[src/hdl/lsc_pkg.sv]
package lsc_pkg;
  // ****************************************
  // register map
  // ****************************************
  localparam int AW = 4;
  localparam int DW = 16;
  localparam logic [3:0] OFF_CTRL = 4'h0;
  localparam logic [3:0] OFF_STAT = 4'h1;
  localparam logic [3:0] OFF_MASK = 4'h2;
  localparam logic [3:0] OFF_THLO = 4'h3;
  localparam logic [3:0] OFF_THHI = 4'h4;
  localparam logic [3:0] OFF_PERS = 4'h5;
  localparam logic [3:0] OFF_DATA0 = 4'h6;
  localparam logic [3:0] OFF_DATA1 = 4'h7;
  localparam logic [3:0] OFF_INFO = 4'h8;
  // ****************************************
  // fields and reset values
  // ****************************************
  localparam int CTRL_PWR = 0;
  localparam int CTRL_ALERT = 1;
  localparam int CTRL_TSEL = 2;
  localparam int CTRL_GAIN = 4;
  localparam int ST_DONE = 0;
  localparam int ST_THR = 1;
  localparam int ST_W = 2;
  localparam int INFO_VAR = 7;
  localparam int INFO_VALID = 8;
  localparam logic [ST_W-1:0] MASK_RST = 2'h0;
  localparam logic [15:0] THLO_RST = 16'h0000;
  localparam logic [15:0] THHI_RST = 16'hFFFF;
  localparam logic [3:0] PERS_RST = 4'h0;
  localparam logic [1:0] TSEL_RST = 2'h2;
  // ****************************************
  // timing in oscillator ticks, high-gain step, bus rates in kHz
  // ****************************************
  localparam logic [11:0] TICKS_SHORT = 12'h040;
  localparam logic [11:0] TICKS_MID = 12'h200;
  localparam logic [11:0] TICKS_LONG = 12'h800;
  localparam logic [15:0] GAIN_STEP_HI = 16'h0010;
  localparam int BUS_KHZ_SMB = 100;
  localparam int BUS_KHZ_I2C = 400;
  // arbitrary slave addresses for the three strap levels
  localparam logic [6:0] SADDR_GND = 7'h11;
  localparam logic [6:0] SADDR_FLT = 7'h12;
  localparam logic [6:0] SADDR_VDD = 7'h13;
  typedef enum logic [1:0] {CV_OFF, CV_INTEG, CV_XFER} lsc_conv_type;
endpackage

[src/hdl/lsc_integrator.sv]
module lsc_integrator (
  input wire logic core_clk,
  input wire logic arst_n,
  input wire logic ce,
  input wire logic clear,
  input wire logic run,
  input wire logic gainHigh,
  input wire logic pulse,
  output logic [15:0] result
);
  logic pulsePrev_ff;
  logic [15:0] acc_ff;
  logic [16:0] sum;

  assign sum = {1'b0, acc_ff} + (gainHigh ? {1'b0, lsc_pkg::GAIN_STEP_HI} : 17'h00001);

  always_ff @(posedge core_clk or negedge arst_n) begin
    if (!arst_n) begin
      pulsePrev_ff <= 1'b0;
    end else if (ce) begin
      pulsePrev_ff <= pulse;
    end
  end

  // saturate rather than wrap: a bright scene must not read as dark
  always_ff @(posedge core_clk or negedge arst_n) begin
    if (!arst_n) begin
      acc_ff <= 16'h0000;
    end else if (ce) begin
      if (clear) begin
        acc_ff <= 16'h0000;
      end else if (run && pulse && !pulsePrev_ff) begin
        acc_ff <= sum[16] ? 16'hFFFF : sum[15:0];
      end
    end
  end

  assign result = acc_ff;
endmodule // lsc_integrator

[src/hdl/lsc_sync.sv]
module lsc_sync #(
  parameter int W = 1
) (
  input wire logic core_clk,
  input wire logic arst_n,
  input wire logic ce,
  input wire logic [W-1:0] din,
  output logic [W-1:0] dout
);
  logic [W-1:0] meta_ff;
  logic [W-1:0] sync_ff;

  always_ff @(posedge core_clk or negedge arst_n) begin
    if (!arst_n) begin
      meta_ff <= '0;
      sync_ff <= '0;
    end else if (ce) begin
      meta_ff <= din;
      sync_ff <= meta_ff;
    end
  end

  assign dout = sync_ff;
endmodule // lsc_sync

[src/hdl/lsc_top.sv]
// The register addresses and strobed register access were left to the implementer.
module lsc_top #(
  parameter logic SMB_VARIANT = 1'b0,
  parameter logic [6:0] ADDR_GND = lsc_pkg::SADDR_GND,
  parameter logic [6:0] ADDR_FLT = lsc_pkg::SADDR_FLT,
  parameter logic [6:0] ADDR_VDD = lsc_pkg::SADDR_VDD
) (
  input wire logic core_clk,
  input wire logic arst_n,
  input wire logic ce,
  input wire logic [lsc_pkg::AW-1:0] regAddr,
  input wire logic [lsc_pkg::DW-1:0] regWdata,
  input wire logic regWr,
  input wire logic regRd,
  output logic [lsc_pkg::DW-1:0] regRdata,
  input wire logic oscIn,
  input wire logic [1:0] pdPulse,
  input wire logic [1:0] adrSel,
  output logic intPinO,
  output logic intPinOe,
  output logic irq,
  output logic [6:0] slaveAddr,
  output logic convActive
);
  // ****************************************
  // input synchronisers
  // ****************************************
  logic oscSync;
  logic [1:0] pdSync;
  logic [1:0] adrSync;
  logic oscPrev_ff;
  logic oscTick;

  lsc_sync #(.W(5)) uSync (
    .core_clk(core_clk),
    .arst_n(arst_n),
    .ce(ce),
    .din({oscIn, pdPulse, adrSel}),
    .dout({oscSync, pdSync, adrSync})
  );

  always_ff @(posedge core_clk or negedge arst_n) begin
    if (!arst_n) begin
      oscPrev_ff <= 1'b0;
    end else if (ce) begin
      oscPrev_ff <= oscSync;
    end
  end

  assign oscTick = oscSync && !oscPrev_ff;

  // ****************************************
  // registers
  // ****************************************
  logic pwr_ff;
  logic alertMode_ff;
  logic [1:0] tsel_ff;
  logic gain_ff;
  logic [lsc_pkg::ST_W-1:0] stat_ff;
  logic [lsc_pkg::ST_W-1:0] mask_ff;
  logic [15:0] thLo_ff;
  logic [15:0] thHi_ff;
  logic [3:0] pers_ff;
  logic [15:0] data0_ff;
  logic [15:0] data1_ff;
  logic [15:0] rdata_ff;
  logic wrCtrl;
  logic wrStat;
  logic rdStat;

  assign wrCtrl = regWr && regAddr == lsc_pkg::OFF_CTRL;
  assign wrStat = regWr && regAddr == lsc_pkg::OFF_STAT;
  assign rdStat = regRd && regAddr == lsc_pkg::OFF_STAT;

  always_ff @(posedge core_clk or negedge arst_n) begin
    if (!arst_n) begin
      pwr_ff <= 1'b0;
      alertMode_ff <= SMB_VARIANT;
      tsel_ff <= lsc_pkg::TSEL_RST;
      gain_ff <= 1'b0;
    end else if (ce && wrCtrl) begin
      pwr_ff <= regWdata[lsc_pkg::CTRL_PWR];
      alertMode_ff <= regWdata[lsc_pkg::CTRL_ALERT];
      tsel_ff <= regWdata[lsc_pkg::CTRL_TSEL +: 2];
      gain_ff <= regWdata[lsc_pkg::CTRL_GAIN];
    end
  end

  always_ff @(posedge core_clk or negedge arst_n) begin
    if (!arst_n) begin
      mask_ff <= lsc_pkg::MASK_RST;
      thLo_ff <= lsc_pkg::THLO_RST;
      thHi_ff <= lsc_pkg::THHI_RST;
      pers_ff <= lsc_pkg::PERS_RST;
    end else if (ce && regWr) begin
      case (regAddr)
        lsc_pkg::OFF_MASK: mask_ff <= regWdata[lsc_pkg::ST_W-1:0];
        lsc_pkg::OFF_THLO: thLo_ff <= regWdata;
        lsc_pkg::OFF_THHI: thHi_ff <= regWdata;
        lsc_pkg::OFF_PERS: pers_ff <= regWdata[3:0];
        default: ;
      endcase
    end
  end

  // ****************************************
  // conversion sequencer
  // ****************************************
  lsc_pkg::lsc_conv_type state_ff;
  logic [11:0] tickCnt_ff;
  logic [11:0] tickLimit;
  logic intgRun;
  logic intgClear;
  logic convActive_ff;
  logic [15:0] res [2];

  always_comb begin
    case (tsel_ff)
      2'h0: tickLimit = lsc_pkg::TICKS_SHORT;
      2'h1: tickLimit = lsc_pkg::TICKS_MID;
      default: tickLimit = lsc_pkg::TICKS_LONG;
    endcase
  end

  // one run and one clear feed both channels
  assign intgRun = state_ff == lsc_pkg::CV_INTEG;
  assign intgClear = state_ff != lsc_pkg::CV_INTEG;

  always_ff @(posedge core_clk or negedge arst_n) begin
    if (!arst_n) begin
      state_ff <= lsc_pkg::CV_OFF;
      convActive_ff <= 1'b0;
    end else if (ce) begin
      convActive_ff <= pwr_ff;
      case (state_ff)
        lsc_pkg::CV_OFF: begin
          if (pwr_ff) begin
            state_ff <= lsc_pkg::CV_INTEG;
          end
        end
        lsc_pkg::CV_INTEG: begin
          // power down abandons the cycle under way
          if (!pwr_ff) begin
            state_ff <= lsc_pkg::CV_OFF;
          end else if (oscTick && tickCnt_ff == tickLimit - 12'h001) begin
            state_ff <= lsc_pkg::CV_XFER;
          end
        end
        lsc_pkg::CV_XFER: begin
          state_ff <= pwr_ff ? lsc_pkg::CV_INTEG : lsc_pkg::CV_OFF;
        end
        default: state_ff <= lsc_pkg::CV_OFF;
      endcase
    end
  end

  always_ff @(posedge core_clk or negedge arst_n) begin
    if (!arst_n) begin
      tickCnt_ff <= 12'h000;
    end else if (ce) begin
      if (!intgRun) begin
        tickCnt_ff <= 12'h000;
      end else if (oscTick) begin
        tickCnt_ff <= tickCnt_ff + 12'h001;
      end
    end
  end

  for (genvar ch = 0; ch < 2; ch++) begin : gCh
    lsc_integrator uIntg (
      .core_clk(core_clk),
      .arst_n(arst_n),
      .ce(ce),
      .clear(intgClear),
      .run(intgRun),
      .gainHigh(gain_ff),
      .pulse(pdSync[ch]),
      .result(res[ch])
    );
  end

  // both words move in the same edge, so no read sees a mix
  always_ff @(posedge core_clk or negedge arst_n) begin
    if (!arst_n) begin
      data0_ff <= 16'h0000;
      data1_ff <= 16'h0000;
    end else if (ce && state_ff == lsc_pkg::CV_XFER) begin
      data0_ff <= res[0];
      data1_ff <= res[1];
    end
  end

  // ****************************************
  // threshold, persistence, interrupt
  // ****************************************
  logic xfer;
  logic outNow;
  logic persistHit;
  logic [3:0] persistCnt_ff;
  logic [lsc_pkg::ST_W-1:0] evt;
  logic [lsc_pkg::ST_W-1:0] nxt_stat;
  logic alertLatch_ff;
  logic nxt_alert;
  logic intOe_ff;

  assign xfer = state_ff == lsc_pkg::CV_XFER;
  assign outNow = res[0] > thHi_ff || res[0] < thLo_ff;
  // persistence n needs n+1 consecutive out-of-range cycles
  assign persistHit = outNow && persistCnt_ff >= pers_ff;
  assign evt = {xfer && persistHit, xfer};

  always_ff @(posedge core_clk or negedge arst_n) begin
    if (!arst_n) begin
      persistCnt_ff <= 4'h0;
    end else if (ce && xfer) begin
      if (!outNow) begin
        persistCnt_ff <= 4'h0;
      end else if (persistCnt_ff != 4'hF) begin
        persistCnt_ff <= persistCnt_ff + 4'h1;
      end
    end
  end

  // a new event wins over a write-one clear in the same cycle
  assign nxt_stat = (stat_ff & ~(wrStat ? regWdata[lsc_pkg::ST_W-1:0] : '0)) | evt;
  // reading status is taken as the alert response
  assign nxt_alert = |(evt & mask_ff) || (alertLatch_ff && !rdStat);

  always_ff @(posedge core_clk or negedge arst_n) begin
    if (!arst_n) begin
      stat_ff <= '0;
      alertLatch_ff <= 1'b0;
      intOe_ff <= 1'b0;
    end else if (ce) begin
      stat_ff <= nxt_stat;
      alertLatch_ff <= nxt_alert;
      intOe_ff <= alertMode_ff ? nxt_alert : |(nxt_stat & mask_ff);
    end
  end

  // pad only ever sinks; release leaves the line to the pull-up
  logic intO_ff;
  always_ff @(posedge core_clk or negedge arst_n) begin
    if (!arst_n) begin
      intO_ff <= 1'b0;
    end else if (ce) begin
      intO_ff <= 1'b0;
    end
  end

  // ****************************************
  // address strap
  // ****************************************
  // sensed as {pulled-up read, pulled-down read}
  logic [1:0] strapWait_ff;
  logic addrValid_ff;
  logic [6:0] slaveAddr_ff;

  always_ff @(posedge core_clk or negedge arst_n) begin
    if (!arst_n) begin
      strapWait_ff <= 2'h0;
      addrValid_ff <= 1'b0;
      slaveAddr_ff <= 7'h00;
    end else if (ce) begin
      if (strapWait_ff != 2'h3) begin
        strapWait_ff <= strapWait_ff + 2'h1;
      end else if (!addrValid_ff) begin
        addrValid_ff <= 1'b1;
        case (adrSync)
          2'b00: slaveAddr_ff <= ADDR_GND;
          2'b11: slaveAddr_ff <= ADDR_VDD;
          default: slaveAddr_ff <= ADDR_FLT;
        endcase
      end
    end
  end

  // ****************************************
  // read port
  // ****************************************
  always_ff @(posedge core_clk or negedge arst_n) begin
    if (!arst_n) begin
      rdata_ff <= 16'h0000;
    end else if (ce) begin
      rdata_ff <= 16'h0000;
      if (regRd) begin
        case (regAddr)
          lsc_pkg::OFF_CTRL: rdata_ff <= {11'h000, gain_ff, tsel_ff, alertMode_ff, pwr_ff};
          lsc_pkg::OFF_STAT: rdata_ff <= {14'h0000, stat_ff};
          lsc_pkg::OFF_MASK: rdata_ff <= {14'h0000, mask_ff};
          lsc_pkg::OFF_THLO: rdata_ff <= thLo_ff;
          lsc_pkg::OFF_THHI: rdata_ff <= thHi_ff;
          lsc_pkg::OFF_PERS: rdata_ff <= {12'h000, pers_ff};
          lsc_pkg::OFF_DATA0: rdata_ff <= data0_ff;
          lsc_pkg::OFF_DATA1: rdata_ff <= data1_ff;
          lsc_pkg::OFF_INFO: rdata_ff <= {7'h00, addrValid_ff, SMB_VARIANT, slaveAddr_ff};
          default: rdata_ff <= 16'h0000;
        endcase
      end
    end
  end

  // bus rate the serial front end is built for
  localparam int BUS_KHZ = SMB_VARIANT ? lsc_pkg::BUS_KHZ_SMB : lsc_pkg::BUS_KHZ_I2C;
  assign regRdata = rdata_ff;
  assign intPinO = intO_ff;
  assign intPinOe = intOe_ff;
  assign irq = intOe_ff;
  assign slaveAddr = slaveAddr_ff;
  assign convActive = convActive_ff;
endmodule // lsc_top

[config.mk]
export PLATFORM = sky130hd
export DESIGN_NAME = lsc_top
export DESIGN_NICKNAME = d
export VERILOG_FILES = /design/src/hdl/lsc_pkg.sv /design/src/hdl/lsc_integrator.sv /design/src/hdl/lsc_sync.sv /design/src/hdl/lsc_top.sv
export SDC_FILE = /design/constraint.sdc
export NUM_CORES = 1
export LEC_CHECK = 0
export BUFFER_PORTS_ARGS = -buffer_cell sky130_fd_sc_hd__buf_4
export CORE_MARGIN = 4
export CORE_UTILIZATION = 35
export DETAILED_ROUTE_END_ITERATION = 12
export GPL_ROUTABILITY_DRIVEN = 0
export GPL_TIMING_DRIVEN = 0
export PLACE_DENSITY = 0.58
export RECOVER_POWER = 100
export SYNTH_ARGS = -nofsm -noshare
export SYNTH_HDL_FRONTEND = slang
export SYNTH_SLANG_ARGS = --single-unit
[constraint.sdc]
create_clock -name core_clk -period 2.6 [get_ports core_clk]
set_clock_uncertainty 0.05 [all_clocks]
set_input_delay 0.13 -clock core_clk [delete_from_list [all_inputs] [get_ports core_clk]]
set_output_delay 0.13 -clock core_clk [all_outputs]
set_load 0.02 [all_outputs]
### Word level (Yosys, flattened, before mapping)

Cells that the tools add are included.

| storage, ports and cells | value |
|---|---|
| word-level logic and storage cells | 127 |
| bits in registers | 169 |
| output and inout port bits | 27 |

| operators by class | value |
|---|---|
| $lt $le $gt $ge | 3 |
| bitwise operators | 7 |
| mux-type cells | 22 |
| equal/unequal tests | 20 |
| reductions and logical operators | 41 |
| add/subtract/negate cells | 6 |

Operator list:

| kind | count |
|---|---|
| one-hot mux 16 bit (9 select lines) | 1 |
| 2-to-1 mux 16 bit | 7 |
| adder 16 x 17 -> 17 bit | 2 |
| 2-to-1 mux 12 bit | 2 |
| one-hot mux 12 bit (2 select lines) | 1 |
| AND reduction 2 bit | 10 |
| equality test 4 x 3 -> 1 bit, second input constant | 4 |
| greater-than comparator 16 bit | 1 |
| less-than comparator 16 bit | 1 |
| logical AND 1 bit | 15 |
| adder 12 x 1 -> 12 bit, second input constant | 1 |
| equality test 12 bit | 1 |
| subtractor 12 x 1 -> 12 bit, second input constant | 1 |
| equality test 4 x 2 -> 1 bit, second input constant | 2 |
| 2-to-1 mux 2 bit | 4 |
| 2-to-1 mux 4 bit | 2 |
| AND 2 bit | 3 |
| logical NOT 2 bit | 3 |
| inequality test 2 bit, second input constant | 3 |
| one-hot mux 2 bit (3 select lines) | 1 |
| AND reduction 3 bit | 2 |
| 2-to-1 mux 5 bit | 1 |
| adder 4 x 1 -> 4 bit, second input constant | 1 |
| equality test 2 x 1 -> 1 bit, second input constant | 2 |
| 18 further kinds | 28 |

### Logic depth before layout (Yosys ltp)

| depth | value |
|---|---|
| depth after elaboration | 9 |
| mapped depth | 9 |
| depth with buffers taken out | 9 |

### Hierarchy

From an unflattened synthesis, not the netlist that was laid out.

| unflattened totals | value |
|---|---|
| cells, all modules | 927 |
| area, all modules | 9027.4 um^2 |

Modules (own cells, without submodules):

| module | cells each | sequential area each (um^2) | times used | area each (um^2) |
|---|---|---|---|---|
| lsc_top | 690 | 3049.2 | 1 | 6361.1 |
| lsc_integrator | 108 | 425.4 | 2 | 1127.3 |
| lsc_sync | 21 | 250.2 | 1 | 411.6 |

### Worst setup path before layout

Ideal clock, no wire load.

| timing path | value |
|---|---|
| path type | register -> register |
| start | reg gCh[0].uIntg.acc_ff[14] |
| end | reg alertLatch_ff |
| library setup time | 0.150 ns |
| cell stages (with the launch flop) | 8 |
| required time | 2.400 ns |
| period minus slack after synthesis | 2.182 ns |
| path slack | 0.418 ns |
| data arrival time | 1.982 ns |
| path through | dfrtp_1 -> ha_1 -> nand4_1 -> or4_1 -> a221oi_2 -> nor4bb_2 -> o2111ai_2 -> a41oi_1 |

| on the way | value |
|---|---|
| cells in the longest elaborated chain, start to end | 7 |
| elaborated cells on any way between the ends | 8 |
| those cells by class | 2 x order compare; 1 x bitwise; 5 x reduce/logical |

Ends and longest elaborated chain:

| item | RTL line | source |
|---|---|---|
| start: declaration | lsc_integrator.sv:12 | `logic [15:0] acc_ff;` |
| start signal: assignment | lsc_integrator.sv:33 | `acc_ff <= sum[16] ? 16'hFFFF : sum[15:0];` |
| greater-than comparator 16 bit / less-than comparator 16 bit (equally long branches) | lsc_top.sv:207 | `assign outNow = res[0] > thHi_ff \|\| res[0] < thLo_ff;` |
| logical OR 1 bit * | lsc_top.sv:207 |  |
| logical AND 1 bit * | lsc_top.sv:209 | `assign persistHit = outNow && persistCnt_ff >= pers_ff;` |
| logical AND 1 bit * | lsc_top.sv:210 | `assign evt = {xfer && persistHit, xfer};` |
| AND 2 bit * | lsc_top.sv:227 | `assign nxt_alert = \|(evt & mask_ff) \|\| (alertLatch_ff && !rdStat);` |
| OR reduction 2 bit * | lsc_top.sv:227 |  |
| logical OR 1 bit * | lsc_top.sv:227 |  |
| end signal: assignment | lsc_top.sv:236 | `alertLatch_ff <= nxt_alert;` |
| end: declaration | lsc_top.sv:202 | `logic alertLatch_ff;` |

Every way passes the cells marked *; elsewhere a longest branch is shown, timed or not.
A chain may end at the register's enable or synchronous reset.

### Worst setup path after layout

Same ends and word-level chain as after synthesis.

==> impl_metrics.yaml <==
status:
  status: "complete, but fails checks"
  failed_checks: "capacitance limit, slew limit"
logic_synthesis:
  synth_warnings: 0
  yosysUniqueCellTypes: 68
  synth_commonest_cells: "nand2_1 (181), dfrtp_1 (148), o21ai_0 (98)"
  yosysTopAreaCellShare: 0.4263
  synth_flop_cell: "dfrtp_1"
  syn_inst: 913
  yosysTopAreaCell: "dfrtp_1"
  ys_ff_latch: 165
  synth_edf_count: 0
  yosysSeqAreaShare: 0.4777
  post-synth-top-count-cell: "nand2_1"
  synthArstFlopShare: 1.000
  synth_area_sq_um: 8687
  synthTopCellsByArea: "dfrtp_1 (43%), nand2_1 (7.8%), ha_1 (6.8%)"
  synth.avg_cell_area_sq_um: 9.515
timing:
  worst_slew_pin_slew_ns: 1.835
  fmax_mhz: 396.0
  slew_viol_final: 70
  rsz0062_at_grt: "no"
  hold_viol: 0
  setup_ws_ns: 0.07499
  relSlewSlack: -0.2231
  fin_crit_sh: 0.9712
  min_period_ns: 2.525
  setup_violations: 0
placed_design:
  dpl-instance-area_sq_um: 9518
  dpl_worst_slack_ns: -0.1053
  io_buffers: 50
  dpl.hpwl_um: 17180
  placed_cells: 1292
finish:
  layout-drive-gt1-share: 0.1385
  regArea_sq_um: 4159
  utilization: 0.4223
  fin_area_sq_um: 10300
  nNetsFinal: 1089
  fill_cells: 2404
  area_growth_pct: 18.57
  multiInputGateArea_sq_um: 4213
  stdcell_count: 1349
  num_antenna_cells: 0
worst_hold_path:
  hp-class: "input pin to flop"
  min_from: "regRd"
  hold_depth: 4
cts:
  cts_sinks: 165
  path_clk_slew_ns: 0.07
  cts_htree_levels: 4
  clk-insertion-delay-late_ns: 0.43
  cts_buffers: 17
  clk_path_buf_depth: 2
  cts_tree: "done"
  root_buffer: "clkbuf_16"
setup_path:
  cpLargestDelayFamily: "simple AND/OR/NAND/NOR gates"
  worstRegToRegCells: 7
  critPathCapture: "alertLatch_ff"
  arrival_ns: 2.75
  cp-startpoint: "gCh[0].uIntg.result[14]"
  worstPathMaxFanout: 7
  path_cells: "ha_4 > nand4_1 > or4_4 > a221oi_4 > nor4bb_4 > o2111ai_2 > a41oi_1"
  crit_cells: 7
  critPathBufInv: 0
  required_ns: 2.83
  crit_path_top_delay_cell: "or4_4"
  reg2reg_to: "alertLatch_ff"
  slowest_delay_ns: 0.60
  r2r_start: "gCh[0].uIntg.result[14]"
  rrSetupSlack_ns: 0.07
  criticalPathCategory: "flop to flop"
  cp-end-kind: "flop"
  cp-start-kind: "flop"
power:
  intPower_uw: 4850
  netSwitchingFraction: 0.2935
  design_power_total_uw: 6866
  peakVddDrop_uv: 471.9
  pwr-share-comb: 0.176
  clock_power_share: 0.367
  p_seq_frac: 0.457
  p_per_area_nw_per_um2: 666.6
  power_leakage_uw: 0.004677
  p_sw_uw: 2015
route:
  antenna_left: 0
  remaining_drc_errors: 0
  avgViaCountPerCell: 5.299
  drt_pass1_iterations: 5
  drt-initial-drc-count: 622
  vias: 7149
  post_drt_wl_per_cell_um: 17.23
  totalWireLength_um: 23250
job:
  drv_cap: 1
grt:
  grt_pass1_vias: 6993
  globalRouteOverflowTotal: 0
  grt_pass1_wl_um: 37830
  grt.total_usage: 0.1762
  grt_max_degree: 97
  antenna_found_initial: 0
die:
  die_y_um: 165.5
  core_area_sq_um: 24390
  ios: 57
  die_area_sq_um: 27410
  row_count: 57
  die_width_um: 165.5
  start_util: 0.3562
==> worst min path at each step <==
stage                                to  slack [ns]
after detailed placement  uSync.dout[1]        0.08
after floorplan            addrValid_ff       -0.22
after CTS                    stat_ff[0]        0.01
final                     alertLatch_ff        0.02
after global routing      alertLatch_ff        0.04
after global placement       thLo_ff[6]        0.30
==> metrics by stage <==
stage / hold slack (ns) / TNS, ns
2_1_floorplan: -0.2156 / 0
3_3_place_gp: 0.2969 / -0.1580
3_5_place_dp: 0.08230 / -0.1549
4_1_cts: 0.009854 / 0
5_1_grt: 0.03649 / 0
6_report: 0.02193 / 0
==> worst min-delay path, cell delays in order <==
cell,delay [ns]
buf_4,0.09
nand2_1,0.06
nand2_1,0.08
a41oi_1,0.11
==> layer usage <==
metal / vias to the layer above / global-route usage / wire [um]
li1: 3456 / - / -
met1: 3482 / 0.2438 / 11110
met2: 189 / 0.2830 / 10690
met3: 22 / 0.03127 / 1069
met4: 0 / 0.05324 / 376
met5: - / 0 / 0
==> sequential cells by signal, summed over array words and instances (netlist names), 5 cells and up <==
register          flops
thHi_ff              16
tickCnt_ff           12
gCh.uIntg.result     32
data0_ff             16
regRdata             16
uSync.meta_ff         5
data1_ff             16
thLo_ff              16
uSync.dout            5
==> layout by cell type, fill, tap and decap left out, types with 4 or more instances in the layout <==
cell / instances
o21ai_0: 101
a21oi_1: 41
o211ai_1: 4
ha_1: 46
conb_1: 5
inv_1: 55
o2bb2ai_1: 15
buf_2: 5
nand2_1: 181
xor2_1: 8
a22oi_1: 5
nor2b_1: 9
clkinvlp_4: 5
dfrtp_1: 141
dlygate4sd3_1: 22
mux2i_1: 6
clkbuf_16: 17
nand3_1: 20
nor2_1: 36
o21ai_1: 4
nand2b_1: 10
dfstp_2: 17
o22ai_1: 5
a31oi_1: 10
o31ai_1: 6
nor3_1: 6
dfrtp_2: 7
a22o_1: 22
nand4_1: 13
and3_1: 8
buf_4: 32
clkbuf_1: 54
mux2_2: 27
a21o_1: 5
a221oi_1: 12
==> power by group through the flow <==
stage | combinational [uW] | sequential [uW] | clock [uW]
final | 1210 | 3130 | 2520
after global routing | 1390 | 3170 | 2680
after CTS | 1260 | 3130 | 2570
after detailed placement | 1220 | 3180 | 0
after global placement | 1190 | 3170 | 0
after floorplan | 781 | 3140 | 0
==> final cells by class <==
class / count / area share
inverters: 55 / 0.02004
well taps: 324 / 0.03936
multi-input cells: 657 / 0.4090
clock buffers: 20 / 0.04434
clock inverters: 12 / 0.01263
flip-flops and latches: 165 / 0.4038
repair buffers: 76 / 0.05333
plain buffers: 40 / 0.01749
==> kinds of logic after synthesis <==
family	synth area share
AOI/OAI and AO/OA	0.1878
xor gates and xnor gates	0.01008
adders and majority gates	0.06769
buffers and inverters	0.04508
DFF	0.4777
muxes	0.04191
other	0.0004317
and+or+nand+nor	0.1692
==> repair_timing <==
| action | 4_1_cts | 5_1_grt |
|---|---|---|
| setup buffers | 0 | 3 |
| endpoints found under the hold margin | 117 | 0 |
| resized for setup | 4 | 13 |
| hold buffers | 22 | 0 |
| pin swaps | 0 | 4 |
| setup endpoints to repair | 6 | 18 |
No activity file was read; power rests on OpenSTA's default activity.
